### src/hdl/rssm_consts.svh
// Purpose: Constants for the receive signal strength monitor
// Assumes: 10 MHz system clock
// Notes:   Timing counts are in reference clock cycles
`ifndef RSSM_CONSTS_SVH
`define RSSM_CONSTS_SVH
`define RSSM_MODE_RX        3'h3
`define RSSM_GAIN_RESET     2'h0
`define RSSM_SAMPLES        16
`define RSSM_DEV_DIV_BASE   32
`define RSSM_FIFO_DEPTH     16
`define RSSM_FIFO_WIDTH     8
`define RSSM_BIT_DIV_BASE   64
`endif

### src/hdl/rssm_pkg.sv
// Purpose: Types for the receive signal strength monitor
// Assumes: Nothing
// Notes:   One-hot data path selection
package rssm_pkg;
    typedef enum logic [2:0] {
        RSSM_PATH_RAW  = 3'b001,
        RSSM_PATH_SYNC = 3'b010,
        RSSM_PATH_BUF  = 3'b100
    } rssm_path_type;
endpackage

### src/hdl/rssm_fifo.sv
// Purpose: Receive bit buffer
// Assumes: One clock
// Notes:   Flip-flop storage
`timescale 1ns/10ps
`default_nettype none
module rssm_fifo #(
    parameter int WIDTH = 8,
    parameter int DEPTH = 16
) (
    input  wire logic             i_clk,
    input  wire logic             i_reset_n,
    input  wire logic             i_valid,
    output logic                  o_ready,
    input  wire logic [WIDTH-1:0] i_data,
    output logic                  o_valid,
    input  wire logic             i_ready,
    output logic [WIDTH-1:0]      o_data
);
    localparam int AW = $clog2(DEPTH);
    logic [WIDTH-1:0] mem_q [DEPTH];
    logic [AW-1:0]    wr_q;
    logic [AW-1:0]    rd_q;
    logic [AW:0]      cnt_q;
    logic             push;
    logic             pop;

    assign o_ready = (cnt_q != (AW+1)'(DEPTH));
    assign o_valid = (cnt_q != '0);
    assign o_data  = mem_q[rd_q];
    assign push    = i_valid && o_ready;
    assign pop     = o_valid && i_ready;

    always_ff @(posedge i_clk)
    begin
        if (push)
        begin
            mem_q[wr_q] <= i_data;
        end
    end

    always_ff @(posedge i_clk)
    begin
        if (!i_reset_n)
        begin
            wr_q  <= '0;
            rd_q  <= '0;
            cnt_q <= '0;
        end
        else
        begin
            if (push)
            begin
                wr_q <= wr_q + 1'b1;
            end
            if (pop)
            begin
                rd_q <= rd_q + 1'b1;
            end
            cnt_q <= cnt_q + (AW+1)'(push) - (AW+1)'(pop);
        end
    end
endmodule
`default_nettype wire

### src/hdl/rssm_top.sv
// Purpose: Signal strength sampling, threshold status, demodulated data path
// Assumes: Strength samples digitised in 0.5 dB steps; I/Q signs arrive as pins
// Notes:   Sample tick derived from deviation field
`timescale 1ns/10ps
`default_nettype none
`include "rssm_consts.svh"
module rssm_top
    import rssm_pkg::*;
(
    input  wire logic        I_CLK_SYS,
    input  wire logic        I_RESET_N,
    input  wire logic [2:0]  I_OPERATING_MODE_FIELD,
    input  wire logic [1:0]  I_IF_AMP_GAIN_SELECT,
    input  wire logic        I_IF_GAIN_WRITE,
    input  wire logic        I_COMPLEX_FILTER_ENABLE,
    input  wire logic [7:0]  I_FREQ_DEVIATION_FIELD,
    input  wire logic [7:0]  I_LEVEL_SAMPLE,
    input  wire logic        I_I_SIGN,
    input  wire logic        I_Q_SIGN,
    input  wire logic [7:0]  I_STRENGTH_IRQ_THRESHOLD,
    input  wire logic        I_STRENGTH_IRQ_CLEAR,
    input  wire logic        I_IRQ_ROUTE_PIN_A,
    input  wire logic        I_IRQ_ROUTE_PIN_B,
    input  wire logic        I_CONTINUOUS_MODE,
    input  wire logic        I_RAW_SELECT,
    input  wire logic [7:0]  I_BIT_RATE_FIELD,
    input  wire logic        I_BUF_READ,
    output logic             O_RX_ACTIVE,
    output logic [1:0]       O_IF_GAIN,
    output logic             O_POLYPHASE_ON,
    output logic             O_LOWPASS_ON,
    output logic [7:0]       O_SIGNAL_STRENGTH_RESULT,
    output logic             O_STRENGTH_IRQ_STATUS,
    output logic             O_INTERRUPT_PIN_A,
    output logic             O_INTERRUPT_PIN_B,
    output logic             O_DATA,
    output logic             O_DCLK,
    output logic             O_BUF_VALID,
    output logic [7:0]       O_BUF_DATA
);
    // ******************************
    // Input synchronisers
    // ******************************
    logic [7:0]  lvl_s1_q;
    logic [7:0]  lvl_s2_q;
    logic [1:0]  iq_s1_q;
    logic [1:0]  iq_s2_q;

    always_ff @(posedge I_CLK_SYS)
    begin
        lvl_s1_q <= I_LEVEL_SAMPLE;
        lvl_s2_q <= lvl_s1_q;
        iq_s1_q  <= {I_I_SIGN, I_Q_SIGN};
        iq_s2_q  <= iq_s1_q;
    end

    // ******************************
    // Mode, gain and filter control
    // ******************************
    logic [1:0]  gain_q;
    logic        rx_on;

    assign rx_on          = (I_OPERATING_MODE_FIELD == `RSSM_MODE_RX);
    assign O_RX_ACTIVE    = rx_on;
    assign O_IF_GAIN      = gain_q;
    assign O_POLYPHASE_ON = I_COMPLEX_FILTER_ENABLE;
    assign O_LOWPASS_ON   = !I_COMPLEX_FILTER_ENABLE;

    // Code 0 is 0 dB, each step lowers gain by 4.5 dB
    always_ff @(posedge I_CLK_SYS)
    begin
        if (!I_RESET_N)
        begin
            gain_q <= `RSSM_GAIN_RESET;
        end
        else if (I_IF_GAIN_WRITE)
        begin
            gain_q <= I_IF_AMP_GAIN_SELECT;
        end
    end

    // ******************************
    // Sample tick
    // ******************************
    // Deviation period is 32*(1+dev) reference cycles; 16 samples -> 2*(1+dev)
    logic [9:0]  tick_cnt_q;
    logic [9:0]  tick_max;
    logic        tick;

    assign tick_max = 10'({I_FREQ_DEVIATION_FIELD, 1'b1});
    assign tick     = rx_on && (tick_cnt_q >= tick_max);

    always_ff @(posedge I_CLK_SYS)
    begin
        if (!I_RESET_N || !rx_on || tick)
        begin
            tick_cnt_q <= 10'h000;
        end
        else
        begin
            tick_cnt_q <= tick_cnt_q + 10'h001;
        end
    end

    // ******************************
    // Moving average
    // ******************************
    logic [7:0]  win_q [`RSSM_SAMPLES];
    logic [11:0] sum_q;
    logic [7:0]  result_q;

    // Window must start at zero, or the running sum picks up unknowns
    always_ff @(posedge I_CLK_SYS)
    begin
        if (!I_RESET_N)
        begin
            win_q[0] <= 8'h00;
        end
        else if (tick)
        begin
            win_q[0] <= lvl_s2_q;
        end
    end

    genvar g;
    generate
        for (g = 1; g < `RSSM_SAMPLES; g++)
        begin : g_win
            always_ff @(posedge I_CLK_SYS)
            begin
                if (!I_RESET_N)
                begin
                    win_q[g] <= 8'h00;
                end
                else if (tick)
                begin
                    win_q[g] <= win_q[g-1];
                end
            end
        end
    endgenerate

    // Window and sum start at zero so the first fifteen results ramp up
    always_ff @(posedge I_CLK_SYS)
    begin
        if (!I_RESET_N)
        begin
            sum_q    <= 12'h000;
            result_q <= 8'h00;
        end
        else if (tick)
        begin
            sum_q    <= sum_q + 12'(lvl_s2_q) - 12'(win_q[`RSSM_SAMPLES-1]);
            result_q <= 8'((sum_q + 12'(lvl_s2_q) - 12'(win_q[`RSSM_SAMPLES-1])) >> 4);
        end
    end

    // Result reads zero until the first sample has landed
    logic        filled_q;
    always_ff @(posedge I_CLK_SYS)
    begin
        if (!I_RESET_N)
        begin
            filled_q <= 1'b0;
        end
        else if (tick)
        begin
            filled_q <= 1'b1;
        end
    end

    assign O_SIGNAL_STRENGTH_RESULT = filled_q ? result_q : 8'h00;

    // ******************************
    // Threshold status
    // ******************************
    logic        status_q;
    logic        upd_q;

    always_ff @(posedge I_CLK_SYS)
    begin
        if (!I_RESET_N)
        begin
            upd_q <= 1'b0;
        end
        else
        begin
            upd_q <= tick;
        end
    end

    // Set wins over a simultaneous clear so no crossing is lost
    always_ff @(posedge I_CLK_SYS)
    begin
        if (!I_RESET_N)
        begin
            status_q <= 1'b0;
        end
        else if (upd_q && (result_q > I_STRENGTH_IRQ_THRESHOLD))
        begin
            status_q <= 1'b1;
        end
        else if (I_STRENGTH_IRQ_CLEAR)
        begin
            status_q <= 1'b0;
        end
    end

    assign O_STRENGTH_IRQ_STATUS = status_q;
    assign O_INTERRUPT_PIN_A     = status_q && I_IRQ_ROUTE_PIN_A;
    assign O_INTERRUPT_PIN_B     = status_q && I_IRQ_ROUTE_PIN_B;

    // ******************************
    // FSK demodulator and bit sync
    // ******************************
    // Polarity from which of I and Q leads, sampled at each tick
    logic [1:0]  iq_prev_q;
    logic        raw_q;
    logic        raw_d;

    always_comb
    begin
        raw_d = raw_q;
        if (iq_s2_q != iq_prev_q)
        begin
            raw_d = (iq_s2_q[1] ^ iq_prev_q[0]) ^ 1'b1;
        end
    end

    always_ff @(posedge I_CLK_SYS)
    begin
        if (!I_RESET_N)
        begin
            iq_prev_q <= 2'b00;
            raw_q     <= 1'b0;
        end
        else if (tick)
        begin
            iq_prev_q <= iq_s2_q;
            raw_q     <= raw_d;
        end
    end

    // Bit period 64*(1+br) cycles; edges realign the phase counter
    logic [13:0] bit_cnt_q;
    logic [13:0] bit_max;
    logic        raw_last_q;
    logic        sync_q;
    logic        dclk_q;
    logic        bit_stb;

    assign bit_max = 14'({I_BIT_RATE_FIELD, 6'h3F});
    assign bit_stb = (bit_cnt_q == (bit_max >> 1));

    always_ff @(posedge I_CLK_SYS)
    begin
        if (!I_RESET_N)
        begin
            bit_cnt_q  <= 14'h0000;
            raw_last_q <= 1'b0;
            sync_q     <= 1'b0;
            dclk_q     <= 1'b0;
        end
        else
        begin
            raw_last_q <= raw_q;
            if (raw_q != raw_last_q || bit_cnt_q >= bit_max)
            begin
                bit_cnt_q <= 14'h0000;
            end
            else
            begin
                bit_cnt_q <= bit_cnt_q + 14'h0001;
            end
            if (bit_stb)
            begin
                sync_q <= raw_q;
            end
            dclk_q <= (bit_cnt_q >= (bit_max >> 1));
        end
    end

    // ******************************
    // Data path and buffer
    // ******************************
    rssm_path_type path;
    logic [7:0]  shf_q;
    logic [2:0]  nb_q;
    logic        byte_v_q;
    logic        fifo_rdy;
    logic        data_q;

    always_comb
    begin
        if (!I_CONTINUOUS_MODE)
        begin
            path = RSSM_PATH_BUF;
        end
        else if (I_RAW_SELECT)
        begin
            path = RSSM_PATH_RAW;
        end
        else
        begin
            path = RSSM_PATH_SYNC;
        end
    end

    always_ff @(posedge I_CLK_SYS)
    begin
        if (!I_RESET_N)
        begin
            data_q <= 1'b0;
        end
        else
        begin
            case (path)
                RSSM_PATH_RAW:  data_q <= raw_q;
                RSSM_PATH_SYNC: data_q <= sync_q;
                default:        data_q <= 1'b0;
            endcase
        end
    end

    assign O_DATA = data_q;
    assign O_DCLK = (path == RSSM_PATH_SYNC) && dclk_q;

    // The finished byte waits while the buffer is full; new bits are dropped until it is taken
    always_ff @(posedge I_CLK_SYS)
    begin
        if (!I_RESET_N)
        begin
            shf_q    <= 8'h00;
            nb_q     <= 3'h0;
            byte_v_q <= 1'b0;
        end
        else
        begin
            if (byte_v_q && fifo_rdy)
            begin
                byte_v_q <= 1'b0;
            end
            if (path == RSSM_PATH_BUF && rx_on && bit_stb && !byte_v_q)
            begin
                shf_q <= {shf_q[6:0], raw_q};
                nb_q  <= nb_q + 3'h1;
                if (nb_q == 3'h7)
                begin
                    byte_v_q <= 1'b1;
                end
            end
        end
    end

    rssm_fifo #(
        .WIDTH (`RSSM_FIFO_WIDTH),
        .DEPTH (`RSSM_FIFO_DEPTH)
    ) u_fifo (
        .i_clk     (I_CLK_SYS),
        .i_reset_n (I_RESET_N),
        .i_valid   (byte_v_q),
        .o_ready   (fifo_rdy),
        .i_data    (shf_q),
        .o_valid   (O_BUF_VALID),
        .i_ready   (I_BUF_READ),
        .o_data    (O_BUF_DATA)
    );
endmodule
`default_nettype wire

### config.mk
export PLATFORM = sky130hd
export DESIGN_NAME = rssm_top
export DESIGN_NICKNAME = d
export VERILOG_FILES = /design/src/hdl/rssm_pkg.sv /design/src/hdl/rssm_fifo.sv /design/src/hdl/rssm_top.sv
export VERILOG_INCLUDE_DIRS = /design/src /design/src/hdl
export SDC_FILE = /design/constraint.sdc
export NUM_CORES = 1
export LEC_CHECK = 0
export BUFFER_PORTS_ARGS = -buffer_cell sky130_fd_sc_hd__buf_2
export CAP_MARGIN = 15
export CORE_MARGIN = 2
export CORE_UTILIZATION = 40
export DETAILED_ROUTE_END_ITERATION = 10
export GPL_TIMING_DRIVEN = 0
export SLEW_MARGIN = 20
export SYNTH_ARGS = -nofsm -noshare
export SYNTH_HDL_FRONTEND = slang
export SYNTH_SLANG_ARGS = --single-unit
### constraint.sdc
create_clock -name I_CLK_SYS -period 5.6 [get_ports I_CLK_SYS]
set_clock_uncertainty 0.15 [all_clocks]
set_input_delay 0.28 -clock I_CLK_SYS [delete_from_list [all_inputs] [get_ports I_CLK_SYS]]
set_output_delay 0.28 -clock I_CLK_SYS [all_outputs]
set_load 0.02 [all_outputs]
==> run metrics <==
mean post-synth cell area=around 14 sq um; post-route DRC violation count=0; Period minus WS final=~3.4 ns; synthesized instance count=around 1,000; grt total ovfl=0; Fillers=between 3,000 and 4,000; Core Region=between 30,000 and 40,000 sq um; final net count=1,276; layout cell share with drive strength beyond 1=16.61%; post-route setup slack=between 2 and 2.5 ns; die width=between 150 and 200 um; warnings from Yosys=0; routed len/inst=between 15 and 20 um; WL final=26.40 mm; Synth Cell Area=~15,000 sq um; IO Count=76; CTS tree=done; final hold slack=0.08265 ns; Vias/cell=about 4.8; worst vdd ir=about 0.29 mV; die area=about 38,000 sq um; final hold viol count=0; post-synth top area share=between 50% and 60%; fraction of registers with async set/reset=0%; most frequent cells in the layout=edfxtp_1, and2_1, dfxtp_1; routability cong.=about 0.77; die height=about 200 um; initial antenna violation count=0; initial DRC count=325; Leak Pwr=just over 6 nW; pre-CTS setup slack=around 2.1 ns; #FFs+latches synth=around 350; ys flop type=edfxtp_1; CTS Sinks=between 300 and 400; Crit Path Class=reg2reg; clk_lat worst skew=0.52 ns; vias=between 7,000 and 8,000; global-route wire length before repair=around 42 mm; worst reg-to-reg setup slack=around 2.2 ns; CTS Buffer Depth=3; cts repair resizes=0; commonest non-fill, non-tap cell in the layout=edfxtp_1; Final Slew Violations=0; first-pass iteration count of the detailed router=4; GRT Resource Usage Total=about 14%; Final period util=slightly above 60%; RSZ-0062 raised after global routing=false; Slew HR=44.54%; port bufs=74; antenna cells=0; crit end category=flop; sequential area share after synthesis=65.46%; Min-Delay Path Class=in2reg; Yosys cell types=between 50 and 60; vias in the first global route=7,856; PD cells=between 300 and 400 nW/um^2; status=finished, final reports clean; CP max FO=48; clk root buf=clkbuf_16; largest net degree at the start of global routing=between 40 and 50; max-cap violations=0; H-tree depth=2; initial core utilization=around 40%; Post-synth EDFFs=about 260; residual antenna-violating net count after detailed routing=0; syn nets=approximately 1,100; Area growth, synth to finish=16.78%; post-detail-place hpwl=roughly 17 mm; clk slew on worst S/H paths=roughly 0.060 ns; cts bufs inserted=38; Least-Margin Pin Slew=approximately 0.83 ns; Crit path arrival time=around 3.5 ns; row count=70; Final setup viols=0; Synth area leaders=edfxtp_1, dfxtp_1, and2_1, mux4_2, ha_1; placement-stage cell area=~16,000 sq um; CP startpoint kind=flop; WP data required=approximately 5.7 ns; Synth area leader=edfxtp_1; fmax=about 0.29 GHz; Finished Cell Area=roughly 17,000 sq um
## cell usage after synthesis, types with 3 or more instances
library cell	n
fa_1	9
inv_1	75
o21ai_0	13
a211oi_1	5
nor3_1	13
and3_1	4
dfxtp_1	97
edfxtp_1	256
ha_1	59
nor2_1	55
xor2_1	22
clkbuf_1	26
o21bai_1	3
mux2i_1	21
nand4_1	6
mux4_2	40
o21a_1	6
o21ai_1	4
and2_1	144
a21oi_1	17
xnor2_1	21
nand2_1	28
o211a_1	3
a21o_1	8
nand3_1	17
nor2b_1	27
buf_2	7
## registers in the layout, summed over array words and instances, names as in the netlist, 4 cells and up, named ones only
register,cells
bit_cnt_q,14
lvl_s1_q,8
lvl_s2_q,8
shf_q,8
sum_q,12
tick_cnt_q,10
u_fifo.cnt_q,5
u_fifo.mem_q,128
u_fifo.rd_q,4
u_fifo.wr_q,4
win_q,128
## metal layers
metal | track usage [%] | wire length, um
met4 | 3.535 | 328
met3 | 2.579 | 1114
met1 | 19.25 | 12320
met5 | 0 | 0
met2 | 23.00 | 12630
## cell families after synthesis
group	count (synthesis)	synth area share, %
DFF	353	65.46
and+or+nand+nor	309	11.67
buffers and inverters	112	2.968
AOI/OAI and AO/OA	77	3.547
adders and majority gates	68	6.243
muxes	61	7.553
xor gates and xnor gates	43	2.560
## critical path: stages, from the launching register on
cell and delay, ns:
dfxtp_1 0.40, ha_1 0.27, a221oi_1 0.30, nand3_1 0.18, o21ai_1 0.38, clkbuf_1 0.42, nand2_4 0.44, buf_12 0.37
buf_12 0.21
## path summary, 6_finish.rpt
kind                          startpoint                                 end  cells after the start
max             tick_cnt_q[7]$_SDFF_PP0_          win_q[1][13]$_SDFFCE_PN0P_                      8
min          I_STRENGTH_IRQ_THRESHOLD[7]  O_STRENGTH_IRQ_STATUS$_SDFFE_PN0P_                      5
max reg2reg     tick_cnt_q[7]$_SDFF_PP0_          win_q[1][13]$_SDFFCE_PN0P_                      8
min reg2reg          lvl_s1_q[3]$_DFF_P_                 lvl_s2_q[3]$_DFF_P_                      0
## power by group
part / leakage (nW) / internal (mW) / switching [mW] / total, mW
Sequential: 2.99 / 2.86 / 0.0416 / 2.90
Clock: 0.617 / 1.47 / 1.00 / 2.48
Combinational: 2.58 / 0.237 / 0.281 / 0.518
Total: 6.20 / 4.57 / 1.33 / 5.89
## metrics by stage
step	setup TNS, ns	util, %	total power, mW	cells
2_1_floorplan	0	-	3.345	1023
3_3_place_gp	-137.21	43.00	3.476	1565
3_5_place_dp	0	43.25	3.481	1570
4_1_cts	0	47.15	5.972	1654
5_1_grt	0	47.15	6.146	1654
6_report	0	47.15	5.894	1654
## layout make-up
cell class / count / area [sq um] / area share (%)
plain buffers: 37 / 155.1 / 0.9031
multi-input cells: 558 / 4672 / 27.20
flip-flops and latches: 353 / 9629 / 56.05
clock buffers: 49 / 1087 / 6.329
inverters: 75 / 281.5 / 1.639
clock inverters: 18 / 165.2 / 0.9614
well taps: 468 / 585.6 / 3.409
repair buffers: 96 / 603.1 / 3.511
## timing repair
item,4_1_cts,5_1_grt
hold buffers,17,0
endpoints found under the hold margin,14,0
buffers inserted,0,0
Note: power is estimated with default switching activity, not from simulation.
